## config.mk

```make
export PLATFORM = sky130hd
export DESIGN_NAME = fppr_ctrl
export DESIGN_NICKNAME = d
export VERILOG_FILES = /design/src/fppr_pkg.sv /design/src/fppr_debounce.sv /design/src/fppr_ctrl.sv
export VERILOG_INCLUDE_DIRS = /design/src
export SDC_FILE = /design/constraint.sdc
export NUM_CORES = 1
export LEC_CHECK = 0
export BUFFER_PORTS_ARGS = -buffer_cell sky130_fd_sc_hd__buf_2
export CAP_MARGIN = 20
export CORE_ASPECT_RATIO = 1.75
export CORE_MARGIN = 2
export CORE_UTILIZATION = 55
export CTS_CLUSTER_SIZE = 16
export DETAILED_ROUTE_END_ITERATION = 6
export PLACE_DENSITY = 0.78
export SYNTH_ARGS = -nofsm -noshare
export SYNTH_HDL_FRONTEND = slang
export SYNTH_SLANG_ARGS = --single-unit
```

## constraint.sdc

```tcl
create_clock -name i_clk -period 2.1 [get_ports i_clk]
set_clock_uncertainty 0.05 [all_clocks]
set_input_delay 0.63 -clock i_clk [delete_from_list [all_inputs] [get_ports i_clk]]
set_output_delay 0.63 -clock i_clk [all_outputs]
set_load 0.05 [all_outputs]
```

## src/fppr_params.svh

```systemverilog
`ifndef FPPR_PARAMS_SVH
`define FPPR_PARAMS_SVH

// Clock and the millisecond tick that paces every slow timer
`define FPPR_CLK_HZ 10000000
`define FPPR_TICK_US 1000
`define FPPR_TICK_CYC ((`FPPR_TICK_US * `FPPR_CLK_HZ) / 1000000)

// Timer lengths, counted in ticks
`define FPPR_MS_W 10
`define FPPR_DEBOUNCE_MS 10'h0014
`define FPPR_PGOOD_WAIT_MS 10'h01F4
`define FPPR_RESET_HOLD_MS 10'h0064

// Platform event inputs and log codes
`define FPPR_NUM_EVENTS 4
`define FPPR_LOG_CODE_W 4
`define FPPR_EV_OVER_TEMP 0
`define FPPR_EV_OVER_VOLT 1
`define FPPR_EV_FAN_FAIL 2
`define FPPR_EV_INTRUSION 3

`endif

```

## src/fppr_pkg.sv

```systemverilog
package fppr_pkg;

  // One-cycle command from a command source
  typedef struct packed {
    logic valid;
    logic on;
    logic off;
    logic rst;
    logic force_fault;
    logic clear_fault;
  } fppr_cmd_t;

  // One record for the non-volatile event log writer
  typedef struct packed {
    logic valid;
    logic [3:0] code;
  } fppr_log_t;

  typedef enum logic [1:0] {
    S_OFF,
    S_PWR_UP,
    S_ON,
    S_RESET
  } fppr_state_t;

endpackage

```

## src/fppr_debounce.sv

```systemverilog
`timescale 1ns/1ps
`include "fppr_params.svh"

module fppr_debounce #(
  parameter int N = 2,
  parameter logic [`FPPR_MS_W-1:0] DB_TICKS = `FPPR_DEBOUNCE_MS
) (
  // Clock and reset
  input wire logic i_clk,
  input wire logic i_srst,
  input wire logic i_tick,
  // Raw switch levels, high while pressed
  input wire logic [N-1:0] i_raw,
  // Clean level and one pulse per press
  output logic [N-1:0] o_level,
  output logic [N-1:0] o_press
);

  genvar g;
  generate
    for (g = 0; g < N; g++) begin : g_ch
      logic lvl_ff;
      logic nxt_lvl;
      logic press_ff;
      logic nxt_press;
      logic [`FPPR_MS_W-1:0] cnt_ff;
      logic [`FPPR_MS_W-1:0] nxt_cnt;

      // A level must hold for the full window before it counts
      always_comb begin
        nxt_lvl = lvl_ff;
        nxt_press = 1'b0;
        nxt_cnt = cnt_ff;
        if (i_raw[g] == lvl_ff) begin
          nxt_cnt = '0;
        end else if (i_tick) begin
          if (cnt_ff == DB_TICKS - 1'b1) begin
            nxt_cnt = '0;
            nxt_lvl = i_raw[g];
            nxt_press = i_raw[g];
          end else begin
            nxt_cnt = cnt_ff + 1'b1;
          end
        end
      end

      always_ff @(posedge i_clk) begin
        if (i_srst) begin
          lvl_ff <= 1'b0;
          press_ff <= 1'b0;
          cnt_ff <= '0;
        end else begin
          lvl_ff <= nxt_lvl;
          press_ff <= nxt_press;
          cnt_ff <= nxt_cnt;
        end
      end

      assign o_level[g] = lvl_ff;
      assign o_press[g] = press_ff;

      chk_press_once: assert property (@(posedge i_clk) disable iff (i_srst)
        press_ff |=> !press_ff [*2])
        else $error("press pulse repeated");
    end
  endgenerate

endmodule

```

## src/fppr_ctrl.sv

```systemverilog
`timescale 1ns/1ps
`include "fppr_params.svh"

// Contract
// - Any request source commands power or reset.
// - Card requests obey secure mode setting.
// - Secure and powered: buttons cannot off/reset.
// - Button press in secure mode while powered flags violation.
// - Secure mode may blank video, protect floppy.
// - Failed power-on attempt lights fault indicator.
// - Supply failure lights fault indicator.
// - Bus force command lights fault indicator.
// - Management bus commands accepted from any master.
// - Platform events are recorded to the log.
// - Runs on standby, accepts power-on while off.
module fppr_ctrl #(
  parameter int TICK_CYC = `FPPR_TICK_CYC,
  parameter logic [`FPPR_MS_W-1:0] PGOOD_WAIT = `FPPR_PGOOD_WAIT_MS,
  parameter logic [`FPPR_MS_W-1:0] RESET_HOLD = `FPPR_RESET_HOLD_MS
) (
  // Standby clock and reset
  input wire logic i_clk,
  input wire logic i_srst,
  // Front panel switches, low while pressed
  input wire logic i_btn_power_n,
  input wire logic i_btn_reset_n,
  // Monitor card requests, low active
  input wire logic i_card_power_req_n,
  input wire logic i_card_reset_req_n,
  // Other wake and command sources
  input wire logic i_rtc_alarm,
  input wire logic i_net_wake,
  input wire fppr_pkg::fppr_cmd_t i_bus_cmd,
  input wire fppr_pkg::fppr_cmd_t i_console_cmd,
  input wire fppr_pkg::fppr_cmd_t i_host_cmd,
  input wire fppr_pkg::fppr_cmd_t i_wdt_cmd,
  // Supply status and secure mode
  input wire logic i_power_good,
  input wire logic i_secure_mode,
  // Configuration
  input wire logic i_cfg_card_in_secure,
  input wire logic i_cfg_blank_video,
  input wire logic i_cfg_floppy_wp,
  // Platform event levels
  input wire logic [`FPPR_NUM_EVENTS-1:0] i_plat_event,
  // Power, reset and indicators
  output logic o_power_en,
  output logic o_hard_reset,
  output logic o_fault_led,
  output logic o_powered,
  output logic o_sec_violation,
  output logic o_video_blank,
  output logic o_floppy_wp,
  // Event log records
  output fppr_pkg::fppr_log_t o_log
);

  ////////////////////////////////////////////////////////////////////////////
  // Millisecond tick
  localparam int TW = $clog2(TICK_CYC + 1);
  localparam logic [TW-1:0] TICK_LAST = TW'(TICK_CYC - 1);

  logic [TW-1:0] div_ff;
  logic [TW-1:0] nxt_div;
  logic tick_ff;
  logic nxt_tick;

  always_comb begin
    nxt_tick = (div_ff == TICK_LAST);
    nxt_div = nxt_tick ? '0 : div_ff + 1'b1;
  end

  always_ff @(posedge i_clk) begin
    if (i_srst) begin
      div_ff <= '0;
      tick_ff <= 1'b0;
    end else begin
      div_ff <= nxt_div;
      tick_ff <= nxt_tick;
    end
  end

  ////////////////////////////////////////////////////////////////////////////
  // Buttons and edge detection of the level sources
  logic [1:0] btn_press;
  logic card_pwr_ff;
  logic card_rst_ff;
  logic rtc_ff;
  logic wake_ff;

  fppr_debounce #(.N(2), .DB_TICKS(`FPPR_DEBOUNCE_MS)) u_db (
    .i_clk(i_clk),
    .i_srst(i_srst),
    .i_tick(tick_ff),
    .i_raw({~i_btn_reset_n, ~i_btn_power_n}),
    .o_level(),
    .o_press(btn_press)
  );

  always_ff @(posedge i_clk) begin
    if (i_srst) begin
      card_pwr_ff <= 1'b0;
      card_rst_ff <= 1'b0;
      rtc_ff <= 1'b0;
      wake_ff <= 1'b0;
    end else begin
      card_pwr_ff <= ~i_card_power_req_n;
      card_rst_ff <= ~i_card_reset_req_n;
      rtc_ff <= i_rtc_alarm;
      wake_ff <= i_net_wake;
    end
  end

  ////////////////////////////////////////////////////////////////////////////
  // Request merge
  fppr_pkg::fppr_state_t st_ff;
  fppr_pkg::fppr_state_t nxt_st;
  logic secure_act;
  logic card_ok;
  logic card_pwr_ev;
  logic card_rst_ev;
  logic cmd_on;
  logic cmd_off;
  logic cmd_rst;
  logic req_on;
  logic req_off;
  logic req_rst;
  logic force_fault;

  always_comb begin
    secure_act = i_secure_mode && (st_ff != fppr_pkg::S_OFF);
    card_ok = !secure_act || i_cfg_card_in_secure;
    card_pwr_ev = ~i_card_power_req_n && !card_pwr_ff && card_ok;
    card_rst_ev = ~i_card_reset_req_n && !card_rst_ff && card_ok;
    // Any master on the management bus reaches us through i_bus_cmd
    cmd_on = (i_bus_cmd.valid && i_bus_cmd.on) || (i_console_cmd.valid && i_console_cmd.on)
      || (i_host_cmd.valid && i_host_cmd.on) || (i_wdt_cmd.valid && i_wdt_cmd.on);
    cmd_off = (i_bus_cmd.valid && i_bus_cmd.off) || (i_console_cmd.valid && i_console_cmd.off)
      || (i_host_cmd.valid && i_host_cmd.off) || (i_wdt_cmd.valid && i_wdt_cmd.off);
    cmd_rst = (i_bus_cmd.valid && i_bus_cmd.rst) || (i_console_cmd.valid && i_console_cmd.rst)
      || (i_host_cmd.valid && i_host_cmd.rst) || (i_wdt_cmd.valid && i_wdt_cmd.rst);
    // The power button toggles; while off it only ever means power on
    req_on = btn_press[0] || card_pwr_ev || (i_rtc_alarm != rtc_ff)
      || (i_net_wake && !wake_ff) || cmd_on;
    req_off = (btn_press[0] && !secure_act) || card_pwr_ev || cmd_off;
    req_rst = (btn_press[1] && !secure_act) || card_rst_ev || cmd_rst;
    force_fault = i_bus_cmd.valid && i_bus_cmd.force_fault;
  end

  ////////////////////////////////////////////////////////////////////////////
  // Power sequencer
  logic [`FPPR_MS_W-1:0] ms_ff;
  logic [`FPPR_MS_W-1:0] nxt_ms;
  logic fault_ff;
  logic nxt_fault;
  logic pwr_ff;
  logic nxt_pwr;
  logic rst_ff;
  logic nxt_rst;
  logic on_ff;
  logic nxt_on;
  logic viol_ff;
  logic nxt_viol;
  logic blank_ff;
  logic nxt_blank;
  logic fwp_ff;
  logic nxt_fwp;
  logic fault_set;
  logic fault_clr;

  always_comb begin
    nxt_st = st_ff;
    nxt_ms = ms_ff;
    fault_set = force_fault;
    fault_clr = i_bus_cmd.valid && i_bus_cmd.clear_fault;
    unique case (st_ff)
      // Standby logic stays live here, so power-on still works
      fppr_pkg::S_OFF: begin
        if (req_on) begin
          nxt_st = fppr_pkg::S_PWR_UP;
          nxt_ms = '0;
        end
      end
      fppr_pkg::S_PWR_UP: begin
        if (i_power_good) begin
          nxt_st = fppr_pkg::S_ON;
          fault_clr = 1'b1;
        end else if (tick_ff) begin
          if (ms_ff == PGOOD_WAIT - 1'b1) begin
            nxt_st = fppr_pkg::S_OFF;
            fault_set = 1'b1;
          end else begin
            nxt_ms = ms_ff + 1'b1;
          end
        end
      end
      fppr_pkg::S_ON: begin
        if (!i_power_good) begin
          nxt_st = fppr_pkg::S_OFF;
          fault_set = 1'b1;
        end else if (req_off) begin
          nxt_st = fppr_pkg::S_OFF;
        end else if (req_rst) begin
          nxt_st = fppr_pkg::S_RESET;
          nxt_ms = '0;
        end
      end
      fppr_pkg::S_RESET: begin
        if (!i_power_good) begin
          nxt_st = fppr_pkg::S_OFF;
          fault_set = 1'b1;
        end else if (req_off) begin
          nxt_st = fppr_pkg::S_OFF;
        end else if (tick_ff) begin
          if (ms_ff == RESET_HOLD - 1'b1) begin
            nxt_st = fppr_pkg::S_ON;
          end else begin
            nxt_ms = ms_ff + 1'b1;
          end
        end
      end
    endcase
    // A fault raised in the clearing cycle must survive
    nxt_fault = fault_set || (fault_ff && !fault_clr);
    nxt_pwr = (nxt_st != fppr_pkg::S_OFF);
    nxt_rst = (nxt_st == fppr_pkg::S_RESET);
    nxt_on = (nxt_st == fppr_pkg::S_ON) || (nxt_st == fppr_pkg::S_RESET);
    nxt_viol = (|btn_press) && secure_act;
    nxt_blank = secure_act && i_cfg_blank_video;
    nxt_fwp = secure_act && i_cfg_floppy_wp;
  end

  always_ff @(posedge i_clk) begin
    if (i_srst) begin
      st_ff <= fppr_pkg::S_OFF;
      ms_ff <= '0;
      fault_ff <= 1'b0;
      pwr_ff <= 1'b0;
      rst_ff <= 1'b0;
      on_ff <= 1'b0;
      viol_ff <= 1'b0;
      blank_ff <= 1'b0;
      fwp_ff <= 1'b0;
    end else begin
      st_ff <= nxt_st;
      ms_ff <= nxt_ms;
      fault_ff <= nxt_fault;
      pwr_ff <= nxt_pwr;
      rst_ff <= nxt_rst;
      on_ff <= nxt_on;
      viol_ff <= nxt_viol;
      blank_ff <= nxt_blank;
      fwp_ff <= nxt_fwp;
    end
  end

  ////////////////////////////////////////////////////////////////////////////
  // Platform event logging
  logic [`FPPR_NUM_EVENTS-1:0] ev_ff;
  logic [`FPPR_NUM_EVENTS-1:0] pend_ff;
  logic [`FPPR_NUM_EVENTS-1:0] nxt_pend;
  fppr_pkg::fppr_log_t log_ff;
  fppr_pkg::fppr_log_t nxt_log;

  // Simultaneous events queue as pending bits, lowest index logged first
  always_comb begin
    nxt_pend = pend_ff | (i_plat_event & ~ev_ff);
    nxt_log = '0;
    for (int k = `FPPR_NUM_EVENTS - 1; k >= 0; k--) begin
      if (pend_ff[k]) begin
        nxt_log.valid = 1'b1;
        nxt_log.code = 4'(k);
      end
    end
    for (int k = 0; k < `FPPR_NUM_EVENTS; k++) begin
      if (nxt_log.valid && nxt_log.code == 4'(k) && !(i_plat_event[k] && !ev_ff[k])) begin
        nxt_pend[k] = 1'b0;
      end
    end
  end

  always_ff @(posedge i_clk) begin
    if (i_srst) begin
      ev_ff <= '0;
      pend_ff <= '0;
      log_ff <= '0;
    end else begin
      ev_ff <= i_plat_event;
      pend_ff <= nxt_pend;
      log_ff <= nxt_log;
    end
  end

  assign o_power_en = pwr_ff;
  assign o_hard_reset = rst_ff;
  assign o_fault_led = fault_ff;
  assign o_powered = on_ff;
  assign o_sec_violation = viol_ff;
  assign o_video_blank = blank_ff;
  assign o_floppy_wp = fwp_ff;
  assign o_log = log_ff;

  ////////////////////////////////////////////////////////////////////////////
  // Checks
  chk_power_on_req: assert property (@(posedge i_clk) disable iff (i_srst)
    (st_ff == fppr_pkg::S_OFF && req_on) |=> (st_ff == fppr_pkg::S_PWR_UP) && o_power_en)
    else $error("power-on request not taken");
  chk_reset_req: assert property (@(posedge i_clk) disable iff (i_srst)
    (st_ff == fppr_pkg::S_ON && i_power_good && !req_off && req_rst) |=> o_hard_reset && o_power_en)
    else $error("reset request not taken");
  chk_card_gate: assert property (@(posedge i_clk) disable iff (i_srst)
    (secure_act && !i_cfg_card_in_secure) |-> !card_pwr_ev && !card_rst_ev)
    else $error("card request passed in secure mode");
  chk_secure_hold: assert property (@(posedge i_clk) disable iff (i_srst)
    (st_ff == fppr_pkg::S_ON && i_secure_mode && i_power_good && !card_pwr_ev && !card_rst_ev
     && !cmd_off && !cmd_rst) |=> st_ff == fppr_pkg::S_ON)
    else $error("button acted in secure mode");
  chk_viol_flag: assert property (@(posedge i_clk) disable iff (i_srst)
    ((|btn_press) && i_secure_mode && st_ff != fppr_pkg::S_OFF) |=> o_sec_violation)
    else $error("violation not flagged");
  chk_video_blank: assert property (@(posedge i_clk) disable iff (i_srst)
    (o_video_blank || o_floppy_wp) |-> $past(secure_act))
    else $error("secure option active outside secure mode");
  chk_fault_timeout: assert property (@(posedge i_clk) disable iff (i_srst)
    (st_ff == fppr_pkg::S_PWR_UP && tick_ff && ms_ff == PGOOD_WAIT - 1'b1 && !i_power_good)
    |=> o_fault_led && !o_power_en)
    else $error("failed power-on not flagged");
  chk_fault_supply: assert property (@(posedge i_clk) disable iff (i_srst)
    (st_ff == fppr_pkg::S_ON && !i_power_good) |=> o_fault_led ##0 st_ff == fppr_pkg::S_OFF)
    else $error("supply failure not flagged");
  chk_force_fault: assert property (@(posedge i_clk) disable iff (i_srst)
    force_fault |=> o_fault_led)
    else $error("forced fault ignored");
  chk_event_logged: assert property (@(posedge i_clk) disable iff (i_srst)
    (|(i_plat_event & ~ev_ff)) |-> ##[1:5] o_log.valid)
    else $error("platform event not logged");

endmodule

```

==> results.json <==
{
  "netlist_area_sq_mm": 0.00312,
  "slew_violations": 0,
  "num_vias": 2717,
  "clockBufferDepth": 2,
  "slowest_stage": "nor4_1",
  "place_congestion": 0.894,
  "overflow": 0,
  "die_w_um": 60.9,
  "synth-xor-area-share_pct": 8.15,
  "synth.distinct_cells": 65,
  "cts_buffers": 9,
  "die_area_sq_mm": 0.00631,
  "r2r-start": "ms_ff[6]",
  "worstPathMaxFanout": 10,
  "ant_nets": 0,
  "hold_viol": 0,
  "yosysSeqAreaShare_pct": 44.3,
  "yosys_warnings": 0,
  "antenna_found_initial": 0,
  "grt_pass1_vias": 2664,
  "post_route_cells_drive_above_1_share_pct": 23.0,
  "fin_nets": 454,
  "viasPerCell": 5.56,
  "tightest_slew_ns": 0.560,
  "reg2reg_to": "ms_ff[4]",
  "status": "finished clean",
  "hold_path.class": "register to register",
  "dp_hpwl_um": 4690,
  "criticalPathCategory": "register to register",
  "final-instance-count-excl-fill": 489,
  "reg2regPathDepth": 7,
  "cts-root-buf": "clkbuf_8",
  "cts.sink_count": 69,
  "placed_cells": 472,
  "sequentialPowerShare_pct": 51.5,
  "clock_latency_ns": 0.36,
  "endpoint_kind": "register",
  "timing.slew.headroom_pct": 62.3,
  "start_util_pct": 56.3,
  "yosys.area_share.simple_pct": 26.9,
  "num_rows": 36,
  "min_from": "ev_ff[0]",
  "post_drt_wl_per_cell_um": 13.4,
  "swShare_pct": 27.2,
  "final_area_sq_mm": 0.00372,
  "fmax_ghz": 0.500,
  "hold_path_depth": 1,
  "diodes": 0,
  "pwr-share-clk_pct": 37.5,
  "max_stage_delay_ns": 0.44,
  "path_clk_slew_ns": 0.08,
  "critPathArrivalTime_ns": 2.22,
  "vdd_drop_max_mv": 0.482,
  "dr.pass1.iters": 5,
  "core-area_sq_mm": 0.00554,
  "rsz0062_at_grt": "false",
  "synth_fa_ha_area_share_pct": 2.01,
  "setup_viol": 0,
  "ioPinCount": 53,
  "power_switching_w": 0.000717,
  "drc": 0,
  "rrSetupSlack_ns": 0.1,
  "crit_path_start_kind": "register",
  "ys_ff_latch": 69,
  "combPwrFrac_pct": 11.0,
  "async_reset_ff_share_pct": 0,
  "tritoncts": "built",
  "finalCritPeriodShare_pct": 95.3,
  "synth_compound_area_share_pct": 14.5,
  "synth_edf_count": 0,
  "synth_top_family_by_area": "simple AND/OR/NAND/NOR gates",
  "power_density_mw_per_mm2": 711,
  "area_growth_pct": 19.3,
  "grtUsageTotal_pct": 23.4,
  "fillers": 466,
  "place_area_sq_mm": 0.00351,
  "synthCells": 347,
  "fp.dieH_um": 104,
  "synthMuxAreaShare_pct": 0.642,
  "path_cells": "nand2_1 -> nor4_1 -> a21bo_2 -> o21ai_1 -> o211a_1 -> buf_12 -> a311oi_2",
  "hold_path_end": "pend_ff[0]",
  "crit_required_ns": 2.32,
  "grt_pass1_wl_um": 11200,
  "wirelength_um": 6580,
  "drt_iter0_markers": 136,
  "portBuffers": 44,
  "max-cap-violations": 0,
  "leakage_nw": 1.49,
  "p_int_w": 0.00193,
  "htree_levels": 3,
  "grt_start_max_net_pins": 34,
  "synth_top_flop_cell": "dfxtp_1",
  "min_period_ns": 2.00,
  "avgSynthCellArea_sq_um": 8.98
}
==> how the worst max path moves through the flow <==
| stage | start | endpoint |
|---|---|---|
| floorplan | i_console_cmd[5] | ms_ff[3] |
| global placement | i_bus_cmd[5] | ms_ff[4] |
| detailed placement | i_console_cmd[5] | ms_ff[4] |
| CTS | ms_ff[0] | ms_ff[4] |
| global route | ms_ff[0] | ms_ff[2] |
| finish | ms_ff[6] | ms_ff[4] |
==> placed cells by master (no fill, tap or decap), types with 3 or more instances in the layout <==
cell type	synthesis	layout
and2_1	3	3
clkbuf_8	0	10
a211oi_2	3	3
nor2b_1	7	7
buf_2	1	44
o221ai_1	3	3
nand3_1	21	21
a31oi_1	5	5
a22o_1	3	3
ha_1	5	5
buf_4	3	18
nand4_1	7	7
nand2_1	16	16
nand2b_1	10	10
nor3_1	3	3
clkinv_4	0	3
nor4_1	8	7
or3_1	4	4
a21oi_1	12	12
xnor2_1	7	7
o21ai_0	6	6
dfxtp_1	69	69
inv_1	7	7
and3_1	9	9
xor2_1	22	22
o211ai_1	3	3
nor4b_1	3	3
nor2_1	52	52
==> metal layers <==
metal,share of wire (%),routed length [um],track usage [%]
met2,51,3380,38.6
met5,0,0,0
met3,4.6,300,5.12
met1,40,2640,25.4
met4,3.9,255,14.9
==> area by class of cell <==
| class | count | area [sq um] | area share, % |
|---|---|---|---|
| Clock buffer | 10 | 138 | 3.70 |
| Clock inverter | 6 | 47.5 | 1.28 |
| Inverter | 8 | 30.0 | 0.808 |
| Multi-Input combinational cell | 257 | 1650 | 44.4 |
| Sequential cell | 69 | 1380 | 37.2 |
| Tap cell | 76 | 95.1 | 2.56 |
| Timing Repair Buffer | 63 | 375 | 10.1 |
==> registers in the layout, summed over array words and instances, names as in the netlist, 3 cells and up <==
| register | cells |
|---|---|
| pend_ff | 4 |
| div_ff | 11 |
| ev_ff | 4 |
| ms_ff | 10 |
| u_db.g_ch.cnt_ff | 20 |
| o_log | 3 |
==> power by group through the flow <==
| stage | sequential (W) | clock, W | combinational (W) |
|---|---|---|---|
| floorplan | 0.00143 | 0 | 0.000142 |
| global placement | 0.00139 | 0 | 0.000281 |
| detailed placement | 0.00139 | 0 | 0.000287 |
| CTS | 0.00136 | 0.00102 | 0.000289 |
| global route | 0.00136 | 0.00108 | 0.000317 |
| finish | 0.00136 | 0.000992 | 0.000291 |
==> critical path, delay by kind of cell (launching register included) <==
family / cells / cell delay, ns
buf+inv: 1 / 0.15
simple gates: 2 / 0.56
compound gates: 4 / 0.75
flops: 1 / 0.41
==> logic make-up (layout without fill, tap and decap cells) <==
kind of cell | count (synthesis) | count (layout)
and+or+nand+nor | 159 | 159
DFF | 69 | 69
AOI/OAI and AO/OA | 60 | 60
xor gates and xnor gates | 29 | 29
buffers and inverters | 22 | 87
adders and majority gates | 5 | 5
muxes | 2 | 2
other | 1 | 2
==> metrics by stage <==
stage | power (W) | TNS [ns] | hold WS, ns | util, % | setup WS [ns]
finish | 0.00264 | 0 | 0.331 | 67.1 | 0.0985
global route | 0.00276 | 0 | 0.338 | 67.1 | 0.00638
CTS | 0.00267 | 0 | 0.332 | 66.7 | 0.128
detailed placement | 0.00168 | -1.42 | 0.332 | 63.4 | -0.158
global placement | 0.00167 | -1.24 | 0.323 | 63.4 | -0.149
floorplan | 0.00157 | 0 | 0.317 | - | 0.123
==> Yosys cell counts (2+ instances only) <==
cell      count  share of area (%)
a211oi_2      3                1.2
a21oi_1      12                1.9
a22o_1        3               0.84
a22oi_1       2               0.48
a31oi_1       5                1.0
a32oi_1       2               0.56
a41o_1        2               0.64
and2_1        3               0.60
and3_1        9                1.8
buf_1         2               0.24
buf_4         3               0.72
clkbuf_1      7               0.84
dfxtp_1      69                 44
ha_1          5                2.0
inv_1         7               0.84
mux2i_1       2               0.64
nand2_1      16                1.9
nand2b_1     10                2.0
nand3_1      21                3.4
nand4_1       7                1.4
nand4b_1      2               0.56
nor2_1       52                6.3
nor2b_1       7                1.4
nor3_1        3               0.48
nor3b_1       2               0.48
nor4_1        8                1.6
nor4b_1       3               0.84
o211ai_1      3               0.72
o21a_1        2               0.48
o21ai_0       6               0.96
o221ai_1      3               0.84
or2_2         2               0.40
or3_1         4               0.80
or4_1         2               0.48
xnor2_1       7                2.0
xor2_1       22                6.2
==> repair_timing <==
action,in CTS,in global routing
gates resized for setup,0,2
setup buffers,0,1
hold buffers,0,0
setup endpoints to repair,0,9
No activity file was read; power rests on OpenSTA's default activity.
